===== src/mci_defines.svh =====
`ifndef MCI_DEFINES_SVH
`define MCI_DEFINES_SVH

// command codes written over the data pins
`define MCI_CMD_READ 8'h00
`define MCI_CMD_SETUP_ERASE 8'h20
`define MCI_CMD_SETUP_PGM 8'h40
`define MCI_CMD_ERASE_VERIFY 8'hA0
`define MCI_CMD_RESET 8'hFF

// array layout and erased value
`define MCI_ERASED_BYTE 8'hFF
`define MCI_ERASE_START 17'h0_0000
`define MCI_LAST_ADDR 17'h1_FFFF

// pulse limits (25 program pulses, 30 erase pulses)
`define MCI_MAX_PGM_PULSES 5'h19
`define MCI_MAX_ERASE_PULSES 5'h1E

// clock rate and times in their own units
`define MCI_CLK_MHZ 250
`define MCI_PGM_PULSE_NS 10000
`define MCI_ERASE_PULSE_MS 100
`define MCI_SETTLE_NS 1000
`define MCI_T_SETUP_NS 20
`define MCI_T_WE_NS 100
`define MCI_T_ACC_NS 150
`define MCI_T_HOLD_NS 20

// least times round up to whole cycles, longest times round down
`define MCI_NS_UP(ns) ((((ns) * `MCI_CLK_MHZ) + 999) / 1000)
`define MCI_NS_DN(ns) (((ns) * `MCI_CLK_MHZ) / 1000)

`endif


===== src/mci_pkg.sv =====
package mci_pkg;

   typedef enum logic [2:0] {
      MCI_OP_READ    = 3'h0,
      MCI_OP_IDENT   = 3'h1,
      MCI_OP_PROGRAM = 3'h2,
      MCI_OP_ERASE   = 3'h3,
      MCI_OP_RESET   = 3'h4
   } mci_op_e;

   typedef enum logic [1:0] {
      CYC_IDLE   = 2'h0,
      CYC_SETUP  = 2'h1,
      CYC_STROBE = 2'h2,
      CYC_HOLD   = 2'h3
   } mci_cyc_e;

   typedef enum logic [4:0] {
      ST_IDLE     = 5'h00,
      ST_SETTLE   = 5'h01,
      ST_RD       = 5'h02,
      ST_PG_SETUP = 5'h03,
      ST_PG_DATA  = 5'h04,
      ST_PG_PULSE = 5'h05,
      ST_PG_VCMD  = 5'h06,
      ST_PG_VREAD = 5'h07,
      ST_ER_SETUP = 5'h08,
      ST_ER_GO    = 5'h09,
      ST_ER_PULSE = 5'h0A,
      ST_ER_VCMD  = 5'h0B,
      ST_ER_VREAD = 5'h0C,
      ST_RST1     = 5'h0D,
      ST_RST2     = 5'h0E,
      ST_RDCMD    = 5'h0F,
      ST_DONE     = 5'h10
   } mci_state_e;

endpackage


===== src/mci_tmr.sv =====
`timescale 1ns/1ps
`include "mci_defines.svh"

module mci_tmr (
   input wire logic clk, // system clock
   input wire logic rst_n, // synchronised reset, active low
   input wire logic load, // start a wait of count cycles
   input wire logic [24:0] count, // wait length, at least one
   output logic expired // one-cycle pulse at the end of the wait
);

   logic [24:0] cnt_reg;
   logic run_reg;

   always_ff @(posedge clk or negedge rst_n) begin
      if (!rst_n) begin
         cnt_reg <= 25'h000_0000;
         run_reg <= 1'b0;
         expired <= 1'b0;
      end else begin
         expired <= run_reg && (cnt_reg == 25'h000_0001);
         if (load) begin
            cnt_reg <= count;
            run_reg <= 1'b1;
         end else if (run_reg) begin
            cnt_reg <= cnt_reg - 25'h000_0001;
            run_reg <= (cnt_reg != 25'h000_0001);
         end
      end
   end

endmodule


===== src/mci_cyc.sv =====
`timescale 1ns/1ps
`include "mci_defines.svh"

module mci_cyc (
   input wire logic clk, // system clock
   input wire logic rst_n, // synchronised reset, active low
   input wire logic start, // begin one bus cycle
   input wire logic wr, // 1 write cycle, 0 read cycle
   input wire logic [16:0] addr, // cycle address
   input wire logic [7:0] wdata, // write data
   input wire logic [7:0] dq_i, // data pins as seen
   output logic done, // one-cycle pulse at cycle end
   output logic [7:0] rdata, // data caught on a read
   output logic [16:0] pin_addr, // address pins
   output logic [7:0] pin_dq, // data pins driven value
   output logic pin_dq_oe, // data pins driven while high
   output logic pin_ce_n, // chip select, active low
   output logic pin_oe_n, // output gate, active low
   output logic pin_we_n // write strobe, active low
);

   localparam logic [7:0] T_SETUP = 8'(`MCI_NS_UP(`MCI_T_SETUP_NS));
   localparam logic [7:0] T_WE = 8'(`MCI_NS_UP(`MCI_T_WE_NS));
   localparam logic [7:0] T_ACC = 8'(`MCI_NS_UP(`MCI_T_ACC_NS));
   localparam logic [7:0] T_HOLD = 8'(`MCI_NS_UP(`MCI_T_HOLD_NS));

   mci_pkg::mci_cyc_e state_reg;
   logic [7:0] cnt_reg;
   logic wr_reg;
   wire cnt_zero = (cnt_reg == 8'h00);
   wire [7:0] cnt_dec = cnt_reg - 8'h01;

   // address and data stay put for the whole cycle, so they are valid at both strobe edges
   always_ff @(posedge clk or negedge rst_n) begin
      if (!rst_n) begin
         state_reg <= mci_pkg::CYC_IDLE;
         cnt_reg <= 8'h00;
         wr_reg <= 1'b0;
         done <= 1'b0;
         rdata <= 8'h00;
         pin_addr <= 17'h0_0000;
         pin_dq <= 8'h00;
         pin_dq_oe <= 1'b0;
         pin_ce_n <= 1'b1;
         pin_oe_n <= 1'b1;
         pin_we_n <= 1'b1;
      end else begin
         done <= 1'b0;
         unique case (state_reg)
            mci_pkg::CYC_IDLE: if (start) begin
               state_reg <= mci_pkg::CYC_SETUP;
               cnt_reg <= T_SETUP - 8'h01;
               wr_reg <= wr;
               pin_addr <= addr;
               pin_dq <= wdata;
               pin_dq_oe <= wr;
               pin_ce_n <= 1'b0;
            end
            mci_pkg::CYC_SETUP: if (cnt_zero) begin
               state_reg <= mci_pkg::CYC_STROBE;
               cnt_reg <= (wr_reg ? T_WE : T_ACC) - 8'h01;
               pin_we_n <= ~wr_reg;
               pin_oe_n <= wr_reg;
            end else begin
               cnt_reg <= cnt_dec;
            end
            mci_pkg::CYC_STROBE: if (cnt_zero) begin
               state_reg <= mci_pkg::CYC_HOLD;
               cnt_reg <= T_HOLD - 8'h01;
               pin_we_n <= 1'b1;
               pin_oe_n <= 1'b1;
               if (!wr_reg) begin
                  rdata <= dq_i;
               end
            end else begin
               cnt_reg <= cnt_dec;
            end
            mci_pkg::CYC_HOLD: if (cnt_zero) begin
               state_reg <= mci_pkg::CYC_IDLE;
               done <= 1'b1;
               pin_ce_n <= 1'b1;
               pin_dq_oe <= 1'b0;
            end else begin
               cnt_reg <= cnt_dec;
            end
         endcase
      end
   end

endmodule


===== src/mci_host.sv =====
// Functional notes
// - Erase verification starts at address zero and expects every byte all ones.
// - A failing byte triggers a whole-chip re-erase, at most thirty 100 ms pulses.
// - Verification resumes at the last failing address after the next erase pulse.
// - One byte at a time, at most twenty-five 10 us program pulses per byte.
// - Every program pulse is followed by a program verify before moving on.
// - After set-up program the first reset is null data; the second one aborts.
// - Always issue the reset command twice in a row.
// - Programming opens with the set-up code, then the address and data write.
// - Program verify reads with select and gate low, strobe high, supply high.
// - Identify: high voltage on trigger line, other lines low, address bit 0 picks the byte.
// - The read command with the supply high gives array reads until changed.
// - Erase set-up is written twice; erase runs until the next strobe rises.
// - Each erase is followed by erase verify carrying the address to check.
`timescale 1ns/1ps
`include "mci_defines.svh"

module mci_host #(
   parameter int unsigned ERASE_PULSE_CYC = `MCI_ERASE_PULSE_MS * 1000 * `MCI_CLK_MHZ,
   parameter logic [7:0] PGM_VERIFY_CMD = 8'hC0
) (
   input wire logic mclk, // system clock
   input wire logic rstn, // reset, active low
   input wire logic req_valid, // request strobe
   input wire mci_pkg::mci_op_e req_op, // requested operation
   input wire logic [16:0] req_addr, // byte address, bit 0 picks the identifier
   input wire logic [7:0] req_data, // byte to program
   output logic req_ready, // controller idle
   output logic rsp_valid, // one-cycle end of operation
   output logic [7:0] rsp_data, // last byte read
   output logic rsp_fail, // limit hit or identifier parity bad
   output logic [16:0] mem_addr, // address pins
   output logic [7:0] mem_dq_o, // data pins driven value
   output logic mem_dq_oe, // data pins driven while high
   input wire logic [7:0] mem_dq_i, // data pins as seen
   output logic mem_ce_n, // chip select, active low
   output logic mem_oe_n, // output gate, active low
   output logic mem_we_n, // write strobe, active low
   output logic program_supply_high, // request high program supply
   output logic identify_trigger_hv // request high voltage on identify trigger line
);

   localparam logic [24:0] PGM_PULSE_CYC = 25'(`MCI_NS_DN(`MCI_PGM_PULSE_NS));
   localparam logic [24:0] SETTLE_CYC = 25'(`MCI_NS_UP(`MCI_SETTLE_NS));

   logic rst_meta_reg;
   logic rst_n_reg;

   always_ff @(posedge mclk or negedge rstn) begin
      if (!rstn) begin
         rst_meta_reg <= 1'b0;
         rst_n_reg <= 1'b0;
      end else begin
         rst_meta_reg <= 1'b1;
         rst_n_reg <= rst_meta_reg;
      end
   end

   mci_pkg::mci_state_e state_reg, state_next;
   mci_pkg::mci_op_e op_reg;
   logic [16:0] addr_reg, vaddr_reg, vaddr_next;
   logic [7:0] data_reg;
   logic [4:0] pcount_reg, pcount_next, ecount_reg, ecount_next;
   logic fail_reg, fail_next, act_reg;
   logic cyc_done, tmr_exp;
   logic [7:0] cyc_rdata;

   wire st_idle = (state_reg == mci_pkg::ST_IDLE);
   wire take_req = st_idle && req_valid;
   wire is_cyc = (state_reg != mci_pkg::ST_IDLE) && (state_reg != mci_pkg::ST_SETTLE)
      && (state_reg != mci_pkg::ST_PG_PULSE) && (state_reg != mci_pkg::ST_ER_PULSE)
      && (state_reg != mci_pkg::ST_DONE);
   wire is_tmr = (state_reg == mci_pkg::ST_SETTLE) || (state_reg == mci_pkg::ST_PG_PULSE)
      || (state_reg == mci_pkg::ST_ER_PULSE);
   wire cyc_start = is_cyc && !act_reg;
   wire tmr_load = is_tmr && !act_reg;
   wire is_read = (state_reg == mci_pkg::ST_RD) || (state_reg == mci_pkg::ST_PG_VREAD)
      || (state_reg == mci_pkg::ST_ER_VREAD);
   wire on_vaddr = (state_reg == mci_pkg::ST_ER_VCMD) || (state_reg == mci_pkg::ST_ER_VREAD);
   wire [16:0] cyc_addr = on_vaddr ? vaddr_reg : addr_reg;
   wire [7:0] cyc_wdata =
      (state_reg == mci_pkg::ST_PG_SETUP) ? `MCI_CMD_SETUP_PGM :
      (state_reg == mci_pkg::ST_PG_DATA) ? data_reg :
      (state_reg == mci_pkg::ST_PG_VCMD) ? PGM_VERIFY_CMD :
      (state_reg == mci_pkg::ST_ER_SETUP) ? `MCI_CMD_SETUP_ERASE :
      (state_reg == mci_pkg::ST_ER_GO) ? `MCI_CMD_SETUP_ERASE :
      (state_reg == mci_pkg::ST_ER_VCMD) ? `MCI_CMD_ERASE_VERIFY :
      (state_reg == mci_pkg::ST_RST1) ? `MCI_CMD_RESET :
      (state_reg == mci_pkg::ST_RST2) ? `MCI_CMD_RESET :
      `MCI_CMD_READ;
   wire [24:0] tmr_count =
      (state_reg == mci_pkg::ST_ER_PULSE) ? 25'(ERASE_PULSE_CYC) :
      (state_reg == mci_pkg::ST_PG_PULSE) ? PGM_PULSE_CYC :
      SETTLE_CYC;
   wire ver_ok = (cyc_rdata == data_reg);
   wire erased = (cyc_rdata == `MCI_ERASED_BYTE);
   wire pgm_limit = (pcount_reg == `MCI_MAX_PGM_PULSES);
   wire er_limit = (ecount_reg == `MCI_MAX_ERASE_PULSES);
   wire need_vpp = (req_op != mci_pkg::MCI_OP_READ) && (req_op != mci_pkg::MCI_OP_IDENT);
   wire [16:0] req_addr_eff = (req_op == mci_pkg::MCI_OP_IDENT) ?
      {16'h0000, req_addr[0]} : req_addr;
   wire id_parity_bad = (op_reg == mci_pkg::MCI_OP_IDENT) && !(^cyc_rdata);

   always_comb begin
      state_next = state_reg;
      vaddr_next = vaddr_reg;
      pcount_next = pcount_reg;
      ecount_next = ecount_reg;
      fail_next = fail_reg;
      unique case (state_reg)
         mci_pkg::ST_IDLE: if (req_valid) begin
            state_next = mci_pkg::ST_SETTLE;
            vaddr_next = `MCI_ERASE_START;
            pcount_next = 5'h00;
            ecount_next = 5'h00;
            fail_next = 1'b0;
         end
         mci_pkg::ST_SETTLE: if (tmr_exp) begin
            unique case (op_reg)
               mci_pkg::MCI_OP_READ: state_next = mci_pkg::ST_RD;
               mci_pkg::MCI_OP_IDENT: state_next = mci_pkg::ST_RD;
               mci_pkg::MCI_OP_PROGRAM: state_next = mci_pkg::ST_PG_SETUP;
               mci_pkg::MCI_OP_ERASE: state_next = mci_pkg::ST_ER_SETUP;
               default: state_next = mci_pkg::ST_RST1;
            endcase
         end
         mci_pkg::ST_RD: if (cyc_done) state_next = mci_pkg::ST_DONE;
         mci_pkg::ST_PG_SETUP: if (cyc_done) state_next = mci_pkg::ST_PG_DATA;
         mci_pkg::ST_PG_DATA: if (cyc_done) begin
            state_next = mci_pkg::ST_PG_PULSE;
            pcount_next = pcount_reg + 5'h01;
         end
         mci_pkg::ST_PG_PULSE: if (tmr_exp) state_next = mci_pkg::ST_PG_VCMD;
         mci_pkg::ST_PG_VCMD: if (cyc_done) state_next = mci_pkg::ST_PG_VREAD;
         mci_pkg::ST_PG_VREAD: if (cyc_done) begin
            if (ver_ok) begin
               state_next = mci_pkg::ST_RST1;
            end else if (pgm_limit) begin
               state_next = mci_pkg::ST_RST1;
               fail_next = 1'b1;
            end else begin
               state_next = mci_pkg::ST_PG_SETUP;
            end
         end
         mci_pkg::ST_ER_SETUP: if (cyc_done) state_next = mci_pkg::ST_ER_GO;
         mci_pkg::ST_ER_GO: if (cyc_done) begin
            state_next = mci_pkg::ST_ER_PULSE;
            ecount_next = ecount_reg + 5'h01;
         end
         mci_pkg::ST_ER_PULSE: if (tmr_exp) state_next = mci_pkg::ST_ER_VCMD;
         mci_pkg::ST_ER_VCMD: if (cyc_done) state_next = mci_pkg::ST_ER_VREAD;
         mci_pkg::ST_ER_VREAD: if (cyc_done) begin
            if (erased && (vaddr_reg == `MCI_LAST_ADDR)) begin
               state_next = mci_pkg::ST_RST1;
            end else if (erased) begin
               state_next = mci_pkg::ST_ER_VCMD;
               vaddr_next = vaddr_reg + 17'h0_0001;
            end else if (er_limit) begin
               state_next = mci_pkg::ST_RST1;
               fail_next = 1'b1;
            end else begin
               state_next = mci_pkg::ST_ER_SETUP;
            end
         end
         mci_pkg::ST_RST1: if (cyc_done) state_next = mci_pkg::ST_RST2;
         mci_pkg::ST_RST2: if (cyc_done) state_next = mci_pkg::ST_RDCMD;
         mci_pkg::ST_RDCMD: if (cyc_done) state_next = mci_pkg::ST_DONE;
         mci_pkg::ST_DONE: state_next = mci_pkg::ST_IDLE;
         default: state_next = mci_pkg::ST_IDLE;
      endcase
   end

   always_ff @(posedge mclk or negedge rst_n_reg) begin
      if (!rst_n_reg) begin
         state_reg <= mci_pkg::ST_IDLE;
         vaddr_reg <= `MCI_ERASE_START;
         pcount_reg <= 5'h00;
         ecount_reg <= 5'h00;
         fail_reg <= 1'b0;
         act_reg <= 1'b0;
      end else begin
         state_reg <= state_next;
         vaddr_reg <= vaddr_next;
         pcount_reg <= pcount_next;
         ecount_reg <= ecount_next;
         fail_reg <= fail_next;
         act_reg <= act_reg ? !(cyc_done || tmr_exp) : (cyc_start || tmr_load);
      end
   end

   always_ff @(posedge mclk or negedge rst_n_reg) begin
      if (!rst_n_reg) begin
         op_reg <= mci_pkg::MCI_OP_READ;
         addr_reg <= 17'h0_0000;
         data_reg <= 8'h00;
         program_supply_high <= 1'b0;
         identify_trigger_hv <= 1'b0;
      end else if (take_req) begin
         op_reg <= req_op;
         addr_reg <= req_addr_eff;
         data_reg <= req_data;
         program_supply_high <= need_vpp;
         identify_trigger_hv <= (req_op == mci_pkg::MCI_OP_IDENT);
      end else if (state_reg == mci_pkg::ST_DONE) begin
         program_supply_high <= 1'b0;
         identify_trigger_hv <= 1'b0;
      end
   end

   always_ff @(posedge mclk or negedge rst_n_reg) begin
      if (!rst_n_reg) begin
         req_ready <= 1'b0;
         rsp_valid <= 1'b0;
         rsp_data <= 8'h00;
         rsp_fail <= 1'b0;
      end else begin
         req_ready <= (state_next == mci_pkg::ST_IDLE);
         rsp_valid <= (state_reg == mci_pkg::ST_DONE);
         if (state_reg == mci_pkg::ST_DONE) begin
            rsp_data <= cyc_rdata;
            rsp_fail <= fail_reg || id_parity_bad;
         end
      end
   end

   mci_cyc u_cyc (
      .clk(mclk),
      .rst_n(rst_n_reg),
      .start(cyc_start),
      .wr(!is_read),
      .addr(cyc_addr),
      .wdata(cyc_wdata),
      .dq_i(mem_dq_i),
      .done(cyc_done),
      .rdata(cyc_rdata),
      .pin_addr(mem_addr),
      .pin_dq(mem_dq_o),
      .pin_dq_oe(mem_dq_oe),
      .pin_ce_n(mem_ce_n),
      .pin_oe_n(mem_oe_n),
      .pin_we_n(mem_we_n)
   );

   mci_tmr u_tmr (
      .clk(mclk),
      .rst_n(rst_n_reg),
      .load(tmr_load),
      .count(tmr_count),
      .expired(tmr_exp)
   );
endmodule


===== config.mk =====
export PLATFORM = sky130hd
export DESIGN_NAME = mci_host
export DESIGN_NICKNAME = d
export VERILOG_FILES = /design/src/mci_pkg.sv /design/src/mci_tmr.sv /design/src/mci_cyc.sv /design/src/mci_host.sv
export VERILOG_INCLUDE_DIRS = /design/src
export SDC_FILE = /design/constraint.sdc
export NUM_CORES = 1
export LEC_CHECK = 0
export ABC_AREA = 1
export BUFFER_PORTS_ARGS = -buffer_cell sky130_fd_sc_hd__buf_2
export CAP_MARGIN = 20
export CORE_ASPECT_RATIO = 0.9
export CORE_UTILIZATION = 37
export DETAILED_ROUTE_END_ITERATION = 12
export PLACE_DENSITY = 0.58
export SYNTH_ARGS = -nofsm -noshare
export SYNTH_HDL_FRONTEND = slang
export SYNTH_HIERARCHICAL = 1
export SYNTH_SLANG_ARGS = --single-unit

===== constraint.sdc =====
create_clock -name mclk -period 4.9 [get_ports mclk]
set_input_delay 0.245 -clock mclk [delete_from_list [all_inputs] [get_ports mclk]]
set_output_delay 0.245 -clock mclk [all_outputs]
set_load 0.005 [all_outputs]

-- Yosys cells after proc, flatten, opt, wreduce, memory -nomap -nowiden
Index checks and enable logic that the tools add are counted.
- register bits after elaboration: 153
- input bits: 39
- output and inout bits: 42
- word-level logic and storage cells: 224
- $add $sub $neg: 6
- equality and inequality tests: 51
- mux-type cells: 84
- bitwise logic cells: 1
- reductions and logical operators: 51
- operators by type and width (kind ; number):
    $mux W17 ; 6
    $mux W8 ; 12
    $mux W5 ; 18
    $mux W25 ; 3
    $pmux W5 S15 ; 1
    $eq A5 B4 Y1 const B ; 8
    $pmux W17 S2 ; 1
    $pmux W8 S4 ; 1
    $eq A25 B1 Y1 const B ; 1
    $ne A25 B1 Y1 const B ; 1
    $sub A25 B1 Y25 const B ; 1
    $mux W1 ; 22
    $eq A5 B3 Y1 const B ; 4
    $pmux W5 S2 ; 2
    $ne A2 B2 Y1 const B ; 9
    $add A17 B1 Y17 const B ; 1
    $eq A17 B17 Y1 const B ; 1
    $sub A8 B1 Y8 const B ; 2
    $eq A5 B5 Y1 const B ; 3
    $reduce_and A3 Y1 ; 5
    $ne A2 B1 Y1 const B ; 7
    $reduce_bool A2 Y1 ; 7
    $mux W12 ; 1
    $pmux W4 S3 ; 1
    other kinds (37) ; 75

-- Longest topological paths before layout
- depth after elaboration: 9
- mapped depth: 18
- gate-level depth less buffers: 17

-- Cells and area by module
Netlist, hierarchy kept.
- modules (own cells, without submodules) (module ; times used ; cells each ; area an instance (µm²) ; seq. area each (µm²)):
    mci_host ; 1 ; 611 ; 4438.0 ; 1926.8
    mci_cyc ; 1 ; 234 ; 2323.5 ; 1229.9
    mci_tmr ; 1 ; 265 ; 1854.3 ; 675.6

-- Worst setup path before layout
OpenSTA, ideal clock, no wires.
- path kind: register to register
- start point: reg state_reg[0] (netlist name)
- end point: reg u_cyc.pin_addr[11]
- library setup time: 0.125 ns
- arrival time: 2.034 ns
- required time: 4.775 ns
- setup slack: 2.741 ns
- cell stages (with the launch flop): 10
- path buffers: 1
- clock period less this slack: 2.159 ns
- cells stage by stage: dfrtp_1 > inv_2 > nand2_1 > nor2_1 > nand2_1 > nand2_1 > nor4_1 > nand2_2 > buf_2 > mux2_2
- RTL lines (what ; RTL line ; RTL):
    end signal: assignment ; mci_cyc.sv:54 ; pin_addr <= addr;
    end: declaration ; mci_cyc.sv:14 ; output logic [16:0] pin_addr,

==> impl_metrics.toml <==
[status]
outcome = "finished, final reports clean"

[grt]
met1_usage_pct = 28.6
antenna_found_initial = 0
grt_pass1_wl_um = 36100
grt_use_met3_pct = 3.87
grt_max_degree = 152
grt_busiest_layer = "met1"
overflow = 0
grt.met2_usage_pct = 26.7
track_usage_pct = 18.9
grt_pass1_vias = 6961

[placed_design]
port_buffers = 80
hpwl_um = 14600
gp_congestion = 0.866
dpl-instance-area_um2 = 9290
place_ws_ns = 1.81
placed_cells = 1466

[setup_path]
crit_path_start_kind = "flop"
worst_ep_required_time_ns = 5.24
crit_path_start = "state_reg[4]$_DFF_PN0_"
crit_type = "flop to flop"
r2r_end = "u_tmr/cnt_reg[2]$_DFFE_PN0P_"
critPathArrivalTime_ns = 3.43
ff2ff_path_depth = 9
critPathMaxFanout = 28
r2r_start = "state_reg[4]$_DFF_PN0_"
end_kind = "flop"
reg2reg_slack_ns = 1.81

[sta]
drv_slew = 0
fin_crit_sh_pct = 63.1
tightest_slew_ns = 1.01
clock_skew_ns = 0.0164
setup_tns_ns = 0
timing.hold.ws_ns = 0.0175
setup_violations = 0
relSlewSlack_pct = 32.3
rsz0062_at_grt = "no"
finalWorstSetupSlack_ns = 1.81
fmax_mhz = 323
finalCriticalPeriod_ns = 3.09
hold_viol_final = 0

[route]
drcViolationCount = 0
num_vias = 7345
wl_per_cell_um = 14.0
final_antenna_net_count = 0
wl_um = 21100
first_iter_violations = 576
drt_pass1_iterations = 5
vias_per_cell = 4.90

[die]
fp.dieW_um = 163
io_pins = 81
core_region_area_um2 = 22600
die_y_um = 147
rows = 52
start_util_pct = 38.1
dieArea_um2 = 23900

[finish]
register_area_um2 = 3840
largest_reg_flops = 25
final_core_utilization_pct = 43.8
multi_input_area_um2 = 4100
num_antenna_cells = 0
layout-drive-gt1-share_pct = 16.3
fin_cells = 1499
nNetsFinal = 1246
nFillCells = 2344
design_area_um2 = 9920
area_delta_synth_final_pct = 15.1

[synth]
syn-cell-area_um2 = 8620
synth_ff_type = "dfrtp_1"
synth-edff-count = 0
syn_inst = 1110
synth.distinct_cells = 50
synth_commonest_cells = "nand2_1, dfrtp_1, inv_1"
yosysWarningCount = 6
synth_area_leader_cell = "dfrtp_1"
syn_avg_cell_area_um2 = 7.76
ys_seq_area_share_pct = 44.5
synthArstFlopShare_pct = 100
ys_ff_latch = 153
synth_top_area_share_pct = 43.6
synth.most_common_cell = "nand2_1"
yosys-top-cells-area = "dfrtp_1, nand2_1, nand3_1"

[clock_tree]
cts_buffers = 17
clock_latency_ns = 0.43
post_cts_buffers = 0
tritoncts = "built"
cts_root_buf = "clkbuf_16"
cts_sinks = 153
htreeDepth = 4
clkTransAtPathRegs_ns = 0.07
clk_path_buf_depth = 2

[pwr]
fin_total_pwr_mw = 2.75
ir_drop_mv = 0.199
power_density_nw_per_um2 = 278
leakage_nw = 5.24

[hold_path]
hold_path_end = "data_reg[0]$_DFFE_PN0P_"
hp-start = "req_data[0]"
hold_path_class = "input pin to flop"
min_path_cells = 3

[run]
drv_cap = 0
repair_timing:
action,4_1_cts,5_1_grt
hold buffers,1,0
endpoints found under the hold margin,2,0
gates resized for setup,0,0
layout by cell type (no fill, tap or decap), types with 3 or more instances in the layout:
cell type	n
a21oi_1	16
a22oi_1	13
buf_2	80
bufinv_16	3
clkbuf_16	17
clkinvlp_4	3
conb_1	8
dfrtp_1	149
dfstp_2	3
ha_1	18
inv_1	132
inv_2	11
inv_6	4
mux2_2	25
nand2_1	299
nand2_2	9
nand2_4	3
nand3_1	102
nand4_1	24
nor2_1	102
nor2_2	10
nor2_4	9
nor3_1	15
o211ai_1	5
o21ai_0	67
o21ai_1	13
o21ai_2	3
o21bai_1	3
o31ai_1	4
xnor2_1	12
xor2_1	7
cells by family (layout without fill, tap and decap cells):
kind of cell,after synthesis,count (layout),share of synthesized area (%)
simple gates,583,583,30.2
fa+ha+maj,18,18,2.61
compound gates,136,136,9.25
other cells,2,8,0.0872
xor+xnor,19,19,1.93
flops,153,153,44.5
buf+inv,174,260,8.16
mux,25,25,3.27
power by group:
part           total (mW)  internal (mW)  switching, mW
Clock                1.41          0.829          0.581
Combinational      0.0703         0.0236         0.0467
Sequential           1.27           1.27        0.00552
Total                2.75           2.12          0.634
worst max path at each step:
stage,cells past startpoint,to
final,9,u_tmr/cnt_reg[2]$_DFFE_PN0P_
after global routing,11,u_tmr/cnt_reg[3]$_DFFE_PN0P_
after CTS,11,u_tmr/cnt_reg[2]$_DFFE_PN0P_
after detailed placement,11,u_tmr/cnt_reg[2]$_DFFE_PN0P_
after global placement,10,u_tmr/cnt_reg[3]$_DFFE_PN0P_
after floorplan,0,act_reg$_DFF_PN0_
metal layers:
metal / share of wire [%] / up-vias
met5: 0 / -
met4: 1.6 / 0
met3: 4.2 / 22
met2: 41 / 155
met1: 53 / 3425
li1: - / 3743
final cells by class:
type | instances | share of cell area [%]
multi-input cells | 789 | 41.4
flip-flops and latches | 153 | 38.7
inverters | 144 | 5.45
repair buffers | 84 | 4.49
clock buffers | 18 | 4.43
well taps | 297 | 3.75
clock inverters | 14 | 1.85
critical path: stages, from the launching register on:
cell and delay (ns):
dfrtp_1 0.51, inv_2 0.17, nand3_1 0.18, nand2_1 0.12, o21ai_0 0.21, inv_1 0.44, nor2_1 0.75, buf_4 0.32
inv_1 0.11, o221ai_1 0.19
No activity file was read; power rests on OpenSTA's default activity.
